===== src/verilog/ext_irq_pkg.sv =====
package ext_irq_pkg;

    // Register bus geometry
    localparam int ADDR_W = 8;
    localparam int DATA_W = 8;

    // Register offsets
    localparam logic [7:0] OFS_MASK_LOW   = 8'h12;
    localparam logic [7:0] OFS_MASK_HIGH  = 8'h20;
    localparam logic [7:0] OFS_SENSE_CTRL = 8'h30;
    localparam logic [7:0] OFS_ENABLE     = 8'h31;
    localparam logic [7:0] OFS_FLAGS      = 8'h32;
    localparam logic [7:0] OFS_EVT_STATUS = 8'h33;
    localparam logic [7:0] OFS_EVT_MASK   = 8'h34;

    // Field positions: group bits shared by enable, flag, status and event mask, then the sense field
    localparam int BIT_DEDICATED = 6;
    localparam int BIT_UPPER     = 5;
    localparam int BIT_LOWER     = 4;
    localparam int SENSE_LSB     = 0;
    localparam int SENSE_W       = 2;

    // Writable bit masks; everything else reads zero
    localparam logic [7:0] GROUP_BITS     = 8'h70;
    localparam logic [7:0] MASK_HIGH_BITS = 8'h0f;
    localparam logic [7:0] SENSE_BITS     = 8'h03;

    // Reset values
    localparam logic [7:0] RST_MASK_LOW   = 8'h00;
    localparam logic [7:0] RST_MASK_HIGH  = 8'h00;
    localparam logic [7:0] RST_SENSE_CTRL = 8'h00;
    localparam logic [7:0] RST_ENABLE     = 8'h00;
    localparam logic [7:0] RST_FLAGS      = 8'h00;
    localparam logic [7:0] RST_EVT_STATUS = 8'h00;
    localparam logic [7:0] RST_EVT_MASK   = 8'h00;

    // Input conditioning: cycles before pin changes count after reset
    localparam logic [1:0] ARM_CYCLES = 2'h3;

    // Dedicated pin trigger selection
    typedef enum logic [1:0] {
        SENSE_LOW  = 2'b00,
        SENSE_ANY  = 2'b01,
        SENSE_FALL = 2'b10,
        SENSE_RISE = 2'b11
    } sense_e;

endpackage : ext_irq_pkg


===== src/verilog/external_pin_interrupt_ctrl.sv =====
`timescale 1ns/100ps
`default_nettype none

module external_pin_interrupt_ctrl #(
    parameter int LOW_PINS  = 8,
    parameter int HIGH_PINS = 4
) (
    // Clock and reset
    input  wire logic                  i_clk,
    input  wire logic                  i_rst,
    // Register port
    input  wire logic [7:0]            i_addr,
    input  wire logic [7:0]            i_wdata,
    input  wire logic                  i_wr,
    input  wire logic                  i_rd,
    output logic      [7:0]            o_rdata,
    // Pins
    input  wire logic                  i_dedicated_irq_pin,
    input  wire logic [LOW_PINS+HIGH_PINS-1:0] i_pin_change,
    // Core side
    input  wire logic                  i_global_ie,
    input  wire logic                  i_ack_dedicated,
    input  wire logic                  i_ack_upper,
    input  wire logic                  i_ack_lower,
    output logic                       o_dedicated_req,
    output logic                       o_upper_group_request,
    output logic                       o_lower_group_request,
    // Event interrupt and wake
    output logic                       o_irq,
    output logic                       o_wake
);

    localparam int NPC  = LOW_PINS + HIGH_PINS;
    localparam int NALL = NPC + 1;
    localparam int DED  = NPC;

    // Registers
    logic [7:0]      pin_change_mask_low_ff;
    logic [7:0]      pin_change_mask_high_ff;
    logic [1:0]      pin_sense_select_ff;
    logic [7:0]      interrupt_enable_mask_ff;
    logic [7:0]      interrupt_request_flags_ff;
    logic [7:0]      evt_status_ff;
    logic [7:0]      evt_mask_ff;
    logic [7:0]      rdata_ff;

    // Pin conditioning
    logic [NALL-1:0] sync1_ff;
    logic [NALL-1:0] sync2_ff;
    logic [NALL-1:0] sync3_ff;
    logic [NALL-1:0] filt_ff;
    logic [NALL-1:0] nxt_filt;
    logic [NALL-1:0] change;
    logic [1:0]      arm_cnt_ff;
    logic            armed;

    // Outputs
    logic            ded_req_ff;
    logic            upper_req_ff;
    logic            lower_req_ff;
    logic            irq_ff;
    logic            wake_ff;

    // Event decode
    ext_irq_pkg::sense_e sense;
    logic            level_mode;
    logic            ded_trig;
    logic            ded_low_onset;
    logic            upper_trig;
    logic            lower_trig;
    logic [7:0]      set_flags;
    logic [7:0]      clr_flags;
    logic [7:0]      nxt_flags;
    logic [7:0]      set_evt;
    logic [7:0]      nxt_evt;
    logic [NPC-1:0]  pc_enabled;
    logic            wake_async;
    logic [7:0]      nxt_rdata;

    function automatic logic [NALL-1:0] settle(
        input logic [NALL-1:0] s2,
        input logic [NALL-1:0] s3,
        input logic [NALL-1:0] prev
    );
        // Take a new level only once two later stages agree
        settle = (s2 & s3) | (prev & (s2 ^ s3));
    endfunction : settle

    function automatic logic hit(
        input logic [7:0] addr,
        input logic [7:0] ofs
    );
        hit = (addr == ofs);
    endfunction : hit

    assign o_rdata               = rdata_ff;
    assign o_dedicated_req       = ded_req_ff;
    assign o_upper_group_request = upper_req_ff;
    assign o_lower_group_request = lower_req_ff;
    assign o_irq                 = irq_ff;
    assign o_wake                = wake_ff;

    assign sense      = ext_irq_pkg::sense_e'(pin_sense_select_ff);
    assign level_mode = (sense == ext_irq_pkg::SENSE_LOW);
    assign armed      = (arm_cnt_ff == ext_irq_pkg::ARM_CYCLES);

    // Per-pin enable: mask bit and its group enable together
    assign pc_enabled = {
        pin_change_mask_high_ff[HIGH_PINS-1:0]
            & {HIGH_PINS{interrupt_enable_mask_ff[ext_irq_pkg::BIT_UPPER]}},
        pin_change_mask_low_ff[LOW_PINS-1:0]
            & {LOW_PINS{interrupt_enable_mask_ff[ext_irq_pkg::BIT_LOWER]}}
    };

    // Three-stage synchroniser; pin read even while driven out
    always_ff @(posedge i_clk) begin
        if (i_rst) begin
            sync1_ff <= '0;
            sync2_ff <= '0;
            sync3_ff <= '0;
        end else begin
            sync1_ff <= {i_dedicated_irq_pin, i_pin_change};
            sync2_ff <= sync1_ff;
            sync3_ff <= sync2_ff;
        end
    end

    assign nxt_filt = settle(sync2_ff, sync3_ff, filt_ff);

    // Changes are ignored until the synchroniser chain has filled after reset,
    // but filt_ff is one stage behind, so an idle-high pin still fakes one edge.
    always_ff @(posedge i_clk) begin
        if (i_rst) begin
            filt_ff    <= '0;
            arm_cnt_ff <= '0;
        end else begin
            filt_ff <= nxt_filt;
            if (!armed) begin
                arm_cnt_ff <= arm_cnt_ff + 2'h1;
            end
        end
    end

    assign change = (nxt_filt ^ filt_ff) & {NALL{armed}};

    // Dedicated pin trigger per sense selection; edges use the clock
    always_comb begin
        unique case (sense)
            ext_irq_pkg::SENSE_LOW:  ded_trig = 1'b0;
            ext_irq_pkg::SENSE_ANY:  ded_trig = change[DED];
            ext_irq_pkg::SENSE_FALL: ded_trig = change[DED] & ~nxt_filt[DED];
            ext_irq_pkg::SENSE_RISE: ded_trig = change[DED] & nxt_filt[DED];
        endcase
    end

    assign ded_low_onset = level_mode & change[DED] & ~nxt_filt[DED];
    assign upper_trig = |(change[NPC-1:LOW_PINS] & pc_enabled[NPC-1:LOW_PINS]);
    assign lower_trig = |(change[LOW_PINS-1:0] & pc_enabled[LOW_PINS-1:0]);

    always_comb begin
        set_flags = 8'h00;
        set_flags[ext_irq_pkg::BIT_DEDICATED] = ded_trig;
        set_flags[ext_irq_pkg::BIT_UPPER]     = upper_trig;
        set_flags[ext_irq_pkg::BIT_LOWER]     = lower_trig;
    end

    // Clear by writing one or by vectoring; zeros leave flags alone
    always_comb begin
        clr_flags = 8'h00;
        if (i_wr && hit(i_addr, ext_irq_pkg::OFS_FLAGS)) begin
            clr_flags = i_wdata & ext_irq_pkg::GROUP_BITS;
        end
        clr_flags[ext_irq_pkg::BIT_DEDICATED] =
            clr_flags[ext_irq_pkg::BIT_DEDICATED] | i_ack_dedicated;
        clr_flags[ext_irq_pkg::BIT_UPPER] =
            clr_flags[ext_irq_pkg::BIT_UPPER] | i_ack_upper;
        clr_flags[ext_irq_pkg::BIT_LOWER] =
            clr_flags[ext_irq_pkg::BIT_LOWER] | i_ack_lower;
    end

    // Set wins over a clear in the same cycle
    always_comb begin
        nxt_flags = (set_flags | (interrupt_request_flags_ff & ~clr_flags))
                    & ext_irq_pkg::GROUP_BITS;
        if (level_mode) begin
            nxt_flags[ext_irq_pkg::BIT_DEDICATED] = 1'b0;
        end
    end

    always_ff @(posedge i_clk) begin
        if (i_rst) begin
            interrupt_request_flags_ff <= ext_irq_pkg::RST_FLAGS;
        end else begin
            interrupt_request_flags_ff <= nxt_flags;
        end
    end

    // Software-written configuration
    always_ff @(posedge i_clk) begin
        if (i_rst) begin
            pin_change_mask_low_ff   <= ext_irq_pkg::RST_MASK_LOW;
            pin_change_mask_high_ff  <= ext_irq_pkg::RST_MASK_HIGH;
            pin_sense_select_ff      <= ext_irq_pkg::RST_SENSE_CTRL[1:0];
            interrupt_enable_mask_ff <= ext_irq_pkg::RST_ENABLE;
            evt_mask_ff              <= ext_irq_pkg::RST_EVT_MASK;
        end else if (i_wr) begin
            if (hit(i_addr, ext_irq_pkg::OFS_MASK_LOW)) begin
                pin_change_mask_low_ff <= i_wdata;
            end
            if (hit(i_addr, ext_irq_pkg::OFS_MASK_HIGH)) begin
                pin_change_mask_high_ff <=
                    i_wdata & ext_irq_pkg::MASK_HIGH_BITS;
            end
            if (hit(i_addr, ext_irq_pkg::OFS_SENSE_CTRL)) begin
                pin_sense_select_ff <=
                    i_wdata[ext_irq_pkg::SENSE_LSB +: ext_irq_pkg::SENSE_W];
            end
            if (hit(i_addr, ext_irq_pkg::OFS_ENABLE)) begin
                interrupt_enable_mask_ff <=
                    i_wdata & ext_irq_pkg::GROUP_BITS;
            end
            if (hit(i_addr, ext_irq_pkg::OFS_EVT_MASK)) begin
                evt_mask_ff <= i_wdata & ext_irq_pkg::GROUP_BITS;
            end
        end
    end

    // Requests towards the core, gated by the global enable
    always_ff @(posedge i_clk) begin
        if (i_rst) begin
            ded_req_ff   <= 1'b0;
            upper_req_ff <= 1'b0;
            lower_req_ff <= 1'b0;
        end else begin
            // Level request lasts only while the pin stays low
            ded_req_ff <= i_global_ie
                & interrupt_enable_mask_ff[ext_irq_pkg::BIT_DEDICATED]
                & (level_mode ? (armed & ~nxt_filt[DED])
                              : nxt_flags[ext_irq_pkg::BIT_DEDICATED]);
            upper_req_ff <= i_global_ie
                & interrupt_enable_mask_ff[ext_irq_pkg::BIT_UPPER]
                & nxt_flags[ext_irq_pkg::BIT_UPPER];
            lower_req_ff <= i_global_ie
                & interrupt_enable_mask_ff[ext_irq_pkg::BIT_LOWER]
                & nxt_flags[ext_irq_pkg::BIT_LOWER];
        end
    end

    // Sticky event status, cleared by reading it; set wins
    always_comb begin
        set_evt = 8'h00;
        set_evt[ext_irq_pkg::BIT_DEDICATED] = ded_trig | ded_low_onset;
        set_evt[ext_irq_pkg::BIT_UPPER]     = upper_trig;
        set_evt[ext_irq_pkg::BIT_LOWER]     = lower_trig;
        if (i_rd && hit(i_addr, ext_irq_pkg::OFS_EVT_STATUS)) begin
            nxt_evt = set_evt;
        end else begin
            nxt_evt = set_evt | evt_status_ff;
        end
    end

    always_ff @(posedge i_clk) begin
        if (i_rst) begin
            evt_status_ff <= ext_irq_pkg::RST_EVT_STATUS;
            irq_ff        <= 1'b0;
        end else begin
            evt_status_ff <= nxt_evt;
            irq_ff        <= |(nxt_evt & evt_mask_ff);
        end
    end

    // Wake path works from the raw pins with no clock edge needed.
    // Pin-change inputs are compared against the settled level, so they stay quiet once the
    // clock has caught up; a low dedicated pin in level mode holds it up; glitches on the pins may wake spuriously.
    assign wake_async =
        (level_mode & interrupt_enable_mask_ff[ext_irq_pkg::BIT_DEDICATED]
            & ~i_dedicated_irq_pin)
        | (armed & |((i_pin_change ^ filt_ff[NPC-1:0]) & pc_enabled));

    always_ff @(posedge i_clk or posedge wake_async) begin
        if (wake_async) begin
            wake_ff <= 1'b1;
        end else begin
            wake_ff <= 1'b0;
        end
    end

    // Read data one cycle after the strobe; unmapped reads zero
    always_comb begin
        nxt_rdata = 8'h00;
        if (i_rd) begin
            unique case (i_addr)
                ext_irq_pkg::OFS_MASK_LOW:
                    nxt_rdata = pin_change_mask_low_ff;
                ext_irq_pkg::OFS_MASK_HIGH:
                    nxt_rdata = pin_change_mask_high_ff;
                ext_irq_pkg::OFS_SENSE_CTRL:
                    nxt_rdata = {6'h00, pin_sense_select_ff};
                ext_irq_pkg::OFS_ENABLE:
                    nxt_rdata = interrupt_enable_mask_ff;
                ext_irq_pkg::OFS_FLAGS: begin
                    nxt_rdata = interrupt_request_flags_ff;
                    // Edge-mode flag lingers one cycle after the switch
                    nxt_rdata[ext_irq_pkg::BIT_DEDICATED] =
                        interrupt_request_flags_ff[ext_irq_pkg::BIT_DEDICATED]
                        & ~level_mode;
                end
                ext_irq_pkg::OFS_EVT_STATUS: nxt_rdata = evt_status_ff;
                ext_irq_pkg::OFS_EVT_MASK:   nxt_rdata = evt_mask_ff;
                default:                     nxt_rdata = 8'h00;
            endcase
        end
    end

    always_ff @(posedge i_clk) begin
        if (i_rst) begin
            rdata_ff <= 8'h00;
        end else begin
            rdata_ff <= nxt_rdata;
        end
    end

endmodule : external_pin_interrupt_ctrl

`default_nettype wire


===== config.mk =====
export PLATFORM = sky130hd
export DESIGN_NAME = external_pin_interrupt_ctrl
export DESIGN_NICKNAME = d
export VERILOG_FILES = /design/src/verilog/ext_irq_pkg.sv /design/src/verilog/external_pin_interrupt_ctrl.sv
export SDC_FILE = /design/constraint.sdc
export NUM_CORES = 1
export LEC_CHECK = 0
export ABC_AREA = 0
export BUFFER_PORTS_ARGS = -buffer_cell sky130_fd_sc_hd__clkbuf_2
export CAP_MARGIN = 0
export CORE_ASPECT_RATIO = 0.75
export CORE_MARGIN = 4
export CORE_UTILIZATION = 34
export CTS_BUF_LIST = sky130_fd_sc_hd__clkbuf_8 sky130_fd_sc_hd__clkbuf_16
export DETAILED_ROUTE_END_ITERATION = 7
export GPL_TIMING_DRIVEN = 1
export RECOVER_POWER = 100
export SETUP_SLACK_MARGIN = 0.05
export SLEW_MARGIN = 20
export SYNTH_ARGS = -nofsm -noshare
export SYNTH_HDL_FRONTEND = slang
export SYNTH_SLANG_ARGS = --single-unit

===== constraint.sdc =====
create_clock -name i_clk -period 1 [get_ports i_clk]
set_clock_uncertainty 0.1 [all_clocks]
set_input_delay 0 -clock i_clk [delete_from_list [all_inputs] [get_ports i_clk]]
set_output_delay 0 -clock i_clk [all_outputs]
set_load 0.02 [all_outputs]

Yosys cells after proc, flatten, opt, wreduce, memory -nomap -nowiden
Index checks and enable logic that the tools add are counted.
W data, S select, Z words.
- add/subtract/negate cells: 1
- equal/unequal tests: 11
- mux-type cells: 6
- bitwise logic cells: 41
- reductions and logical operators: 13
- operators by type and width (cell ; count):
    $pmux W8 S7 ; 1
    $eq A8 B6 Y1 const B ; 6
    $and A13 B13 Y13 ; 3
    $xor A13 B13 Y13 ; 2
    $and A8 B8 Y8 ; 2
    $reduce_or A8 Y1 ; 2
    $and A1 B1 Y1 ; 15
    $or A13 B13 Y13 ; 1
    $and A12 B12 Y12 ; 1
    $reduce_or A12 Y1 ; 1
    $xor A12 B12 Y12 ; 1
    $reduce_and A2 Y1 ; 5
    $and A4 B4 Y4 ; 2
    $and A8 B7 Y8 ; 1
    $eq A8 B5 Y1 const B ; 1
    $mux W8 ; 1
    $or A7 B8 Y8 ; 1
    $and A7 B7 Y7 ; 1
    $mux W7 ; 1
    $not A7 Y7 ; 1
    $or A7 B7 Y7 ; 1
    $eq A2 B2 Y1 const B ; 3
    $or A1 B1 Y1 ; 5
    $not A1 Y1 ; 4
    other kinds (8) ; 10
- bits in registers: 98
- input port bits: 37
- output and inout port bits: 13
- word-level logic and storage cells: 90

Longest topological paths before layout
- depth in word-level cells: 12
- gate-level depth with buffers: 7
- depth with buffers taken out: 6

Least setup slack after synthesis
No wires, ideal clock.
- path kind: input-to-reg
- start: input i_addr[3]
- end: register interrupt_enable_mask_ff[4]
- library setup time: 128 ps
- data arrival time: 1400 ps
- data required time: 772 ps
- path slack: -628 ps
- stages on the path: 6
- buffers on the path: 1
- cell sequence: or4b_1 buf_2 nor3_4 nor3b_4 mux2i_1 nor2_1
- word-level cells in the longest chain between the ends: 2
- RTL lines (element ; RTL line ; source):
    start: declaration ; external_pin_interrupt_ctrl.sv:12 ; input wire logic [7:0] i_addr,
    $eq A8 B6 Y1 ; external_pin_interrupt_ctrl.sv:93 ; hit = (addr == ofs);
    $reduce_and A2 Y1 (no source line) ; n/a ;
    end signal: assignment ; external_pin_interrupt_ctrl.sv:204 ; interrupt_enable_mask_ff <= ext_irq_pkg::RST_ENABLE;
    end signal: assignment ; external_pin_interrupt_ctrl.sv:219 ; interrupt_enable_mask_ff <=
    end: declaration ; external_pin_interrupt_ctrl.sv:41 ; logic [7:0] interrupt_enable_mask_ff;
Every way passes these cells.
A chain may end at the register's enable or synchronous reset.

Final worst setup path
- start: register sync2_ff[11]
- end: register irq_ff (netlist: o_irq)
- word-level cells in the longest chain between the ends: 11
- elaborated cells on any way between the ends: 12
- classes of those cells: mux (1); bitwise (9); reduce/logical (2)
- RTL lines (element ; RTL line ; source):
    start: declaration ; external_pin_interrupt_ctrl.sv:49 ; logic [NALL-1:0] sync2_ff;
    start signal: assignment ; external_pin_interrupt_ctrl.sv:123 ; sync2_ff <= sync1_ff;
    $xor A13 B13 Y13 ; external_pin_interrupt_ctrl.sv:86 ; settle = (s2 & s3) | (prev & (s2 ^ s3));
    $and A13 B13 Y13 ; external_pin_interrupt_ctrl.sv:86 ;
    $or A13 B13 Y13 * ; external_pin_interrupt_ctrl.sv:86 ;
    $xor A13 B13 Y13 * ; external_pin_interrupt_ctrl.sv:144 ; assign change = (nxt_filt ^ filt_ff) & {NALL{armed}};
    $and A13 B13 Y13 * ; external_pin_interrupt_ctrl.sv:144 ;
    $and A4 B4 Y4 * ; external_pin_interrupt_ctrl.sv:157 ; assign upper_trig = |(change[NPC-1:LOW_PINS] & pc_enabled[NPC-1:LOW_PINS]);
    $reduce_or A4 Y1 * ; external_pin_interrupt_ctrl.sv:157 ;
    $or A7 B8 Y8 ; external_pin_interrupt_ctrl.sv:258 ; nxt_evt = set_evt | evt_status_ff;
    $mux W8 * ; external_pin_interrupt_ctrl.sv:255 ; if (i_rd && hit(i_addr, ext_irq_pkg::OFS_EVT_STATUS)) begin
    $and A8 B7 Y8 * ; external_pin_interrupt_ctrl.sv:268 ; irq_ff <= |(nxt_evt & evt_mask_ff);
    $reduce_or A8 Y1 * ; external_pin_interrupt_ctrl.sv:268 ;
    end signal: assignment ; external_pin_interrupt_ctrl.sv:268 ;
    end: declaration ; external_pin_interrupt_ctrl.sv:61 ; logic irq_ff;
Every way passes the cells marked *; elsewhere a longest branch is shown, timed or not.

==> results.toml <==
[synth]
synthTopCellsByArea = "dfxtp_1 48%, nor2b_1 8.3%, a21oi_1 5.0%"
synth_area_leader_cell = "dfxtp_1"
ys_warn_count = 0
synth_top_area_share_pct = 48.20
synth_flop_cell = "dfxtp_1"
syn-num-nets = 460
syn-instance-count = 409
async_flop_share_pct = 1.075
syn_area_mm2 = 0.003821
synth-seq-area-share_pct = 48.89
synth_edf_count = 0
ys_types = 43
ys_seq_elements = 93
syn_area_per_cell_um2 = 9.343

[finish]
fin_nets = 612
stdcell_area_mm2 = 0.006195
final_cells = 706
finish.utilization_pct = 56.62
layout_common_cells = "69 x dfxtp_1, 61 x buf_4, 50 x nor2b_1"
fillCellCount = 932
drive_above_1_share_pct = 48.06
final_common_cell = "dfxtp_1"
antennaDiodeCount = 0
syn_to_final_growth_pct = 62.12

[sta]
fmax_ghz = 0.6210
setup_viol = 43
finalCritPeriodShare_pct = 161.0
hold_viol = 9
rsz0062_at_grt = "yes"
setup_slack_ns = -0.6103
fin_setup_tns_ns = -11.70
fin_crit_ns = 1.610
slew_violations = 0
hold_slack_ns = -0.1043

[place]
place_area_mm2 = 0.004903
dp_cells = 649
hpwl_mm = 7.509
io_buffers = 49
gp_congestion = 0.9103

[global_route]
grtUsageTotal_pct = 17.15
grt_pass1_vias = 3461
grt_pass1_wl_mm = 17.47
overflow = 0
grt_max_degree = 39
antenna_found_initial = 0

[min_path]
worstHoldPathType = "input port to register"

[worst_setup_path]
path_max_fanout = 3
crit_required_ns = 1.12
crit_chain = "ha_4 > nor3b_2 > o21ai_1 > nand4_1 > buf_6 > a32oi_1 > a31oi_1"
criticalPathCategory = "register to register"
r2r_setup_slack_ns = -0.61
cp-end-kind = "register"
max_stage_delay_ns = 0.34
cp.arrival_ns = 1.73
startpoint_type = "register"
slowest_stage = "dfxtp_1"
crit_buf_inv = 1
critical_path.top_delay_family = "compound AO/OA/AOI/OAI gates"

[die]
rows = 33
io_pins = 50
die_h_um = 99.81
die_x_um = 130.4
dieArea_mm2 = 0.01302
fp.coreArea_mm2 = 0.01094
initial_core_util_pct = 34.92

[clocking]
cts_inserted_buffers = 9
hold_buffers = 26
ctsHtreeMaxLevel = 3
clock_sinks = 93
cts.reportedPaths.clkPinSlew_ns = 0.06
cts_tree = "yes"
root_buffer = "clkbuf_16"
ctsLongestPathBuffers = 2
clock_latency_ns = 0.34

[detailed_routing]
firstDrtPassIters = 4
wire_per_inst_um = 15.58
routed_via_density = 4.942
drc = 0
vias = 3489
antenna_left = 0
routed_wl_mm = 11.00
drt-initial-drc-count = 212

[outcome]
violations = "negative hold slack, negative setup slack"
status = "finished with violations"

[power_and_ir_drop]
vdd_drop_max_mv = 0.9272
power_per_cell_area_mw_per_mm2 = 1294
power_leakage_nw = 2.377
finalPower_w = 0.008017

[run]
drv_cap = 0
-- worst reg2reg max path: stages (launching register included) --
cell and delay, ns:
dfxtp_1 0.34, ha_4 0.28, nor3b_2 0.04, o21ai_1 0.13
nand4_1 0.14, buf_6 0.16, a32oi_1 0.19, a31oi_1 0.11
-- cell type report --
cell class                      count  area [um2]  share of cell area, %
Multi-Input combinational cell    294        2571                  41.51
Sequential cell                    93        1902                  30.70
Timing Repair Buffer              159        1231                  19.87
Clock buffer                       10       239.0                  3.858
Tap cell                          140       175.2                  2.828
Clock inverter                      6       61.31                 0.9897
Inverter                            4       15.01                 0.2424
-- synthesized netlist by cell type, types with 11 or more instances --
library cell,number
nor2_1,39
a22oi_1,13
nor3b_1,11
a21oi_1,38
nand3_1,19
xor2_1,13
ha_1,14
nand2_1,32
nor2b_1,51
clkbuf_1,14
dfxtp_1,92
-- worst paths after layout --
kind,startpoint,end,depth (start not counted)
max,sync2_ff[11],o_irq,7
max reg2reg,sync2_ff[11],o_irq,7
min in group asynchronous,i_pin_change[9],o_wake,6
min reg2reg,sync1_ff[10],sync2_ff[10],1
max in group asynchronous,filt_ff[11],o_wake,6
min,i_ack_dedicated,interrupt_request_flags_ff[6],4
-- where the power goes --
group	switching (W)	internal (W)
Clock	0.00140	0.00200
Combinational	0.000371	0.000397
Sequential	0.0000566	0.00379
-- flip-flops by register name, summed over array words and instances, names as in the netlist, 4 cells and up --
| name | flops |
|---|---|
| sync1_ff | 13 |
| sync2_ff | 13 |
| sync3_ff | 13 |
| o_rdata | 8 |
| filt_ff | 13 |
| pin_change_mask_low_ff | 8 |
| pin_change_mask_high_ff | 4 |
-- routing by layer --
layer  share of wire (%)  track usage [%]  up-vias
li1                    -                -     1724
met1                  46            24.12     1666
met2                  46            25.93       86
met3                 6.7            4.734       13
met4                 1.3            4.822        0
met5                   0                0        -
-- stage by stage --
stage / setup WS (ns) / hold WS (ns)
floorplan: -0.6166 / -0.004287
global placement: -0.6761 / 0.1455
detailed placement: -0.6899 / 0.1488
CTS: -0.6183 / -0.08440
global route: -0.6923 / -0.09080
finish: -0.6103 / -0.1043
-- cells by family after synthesis --
group / share of synthesized area (%)
simple gates: 24.33
flops: 48.89
compound gates: 13.13
buf+inv: 2.259
fa+ha+maj: 4.846
xor+xnor: 3.209
mux: 3.242
other cells: 0.09814
-- what timing repair did --
item	in CTS	in global routing
pin swaps	70	58
gates resized for setup	94	83
endpoints found under the setup margin	56	61
buffers inserted	8	8
hold endpoints to repair	49	9
Power figures use the tool's default switching activity.
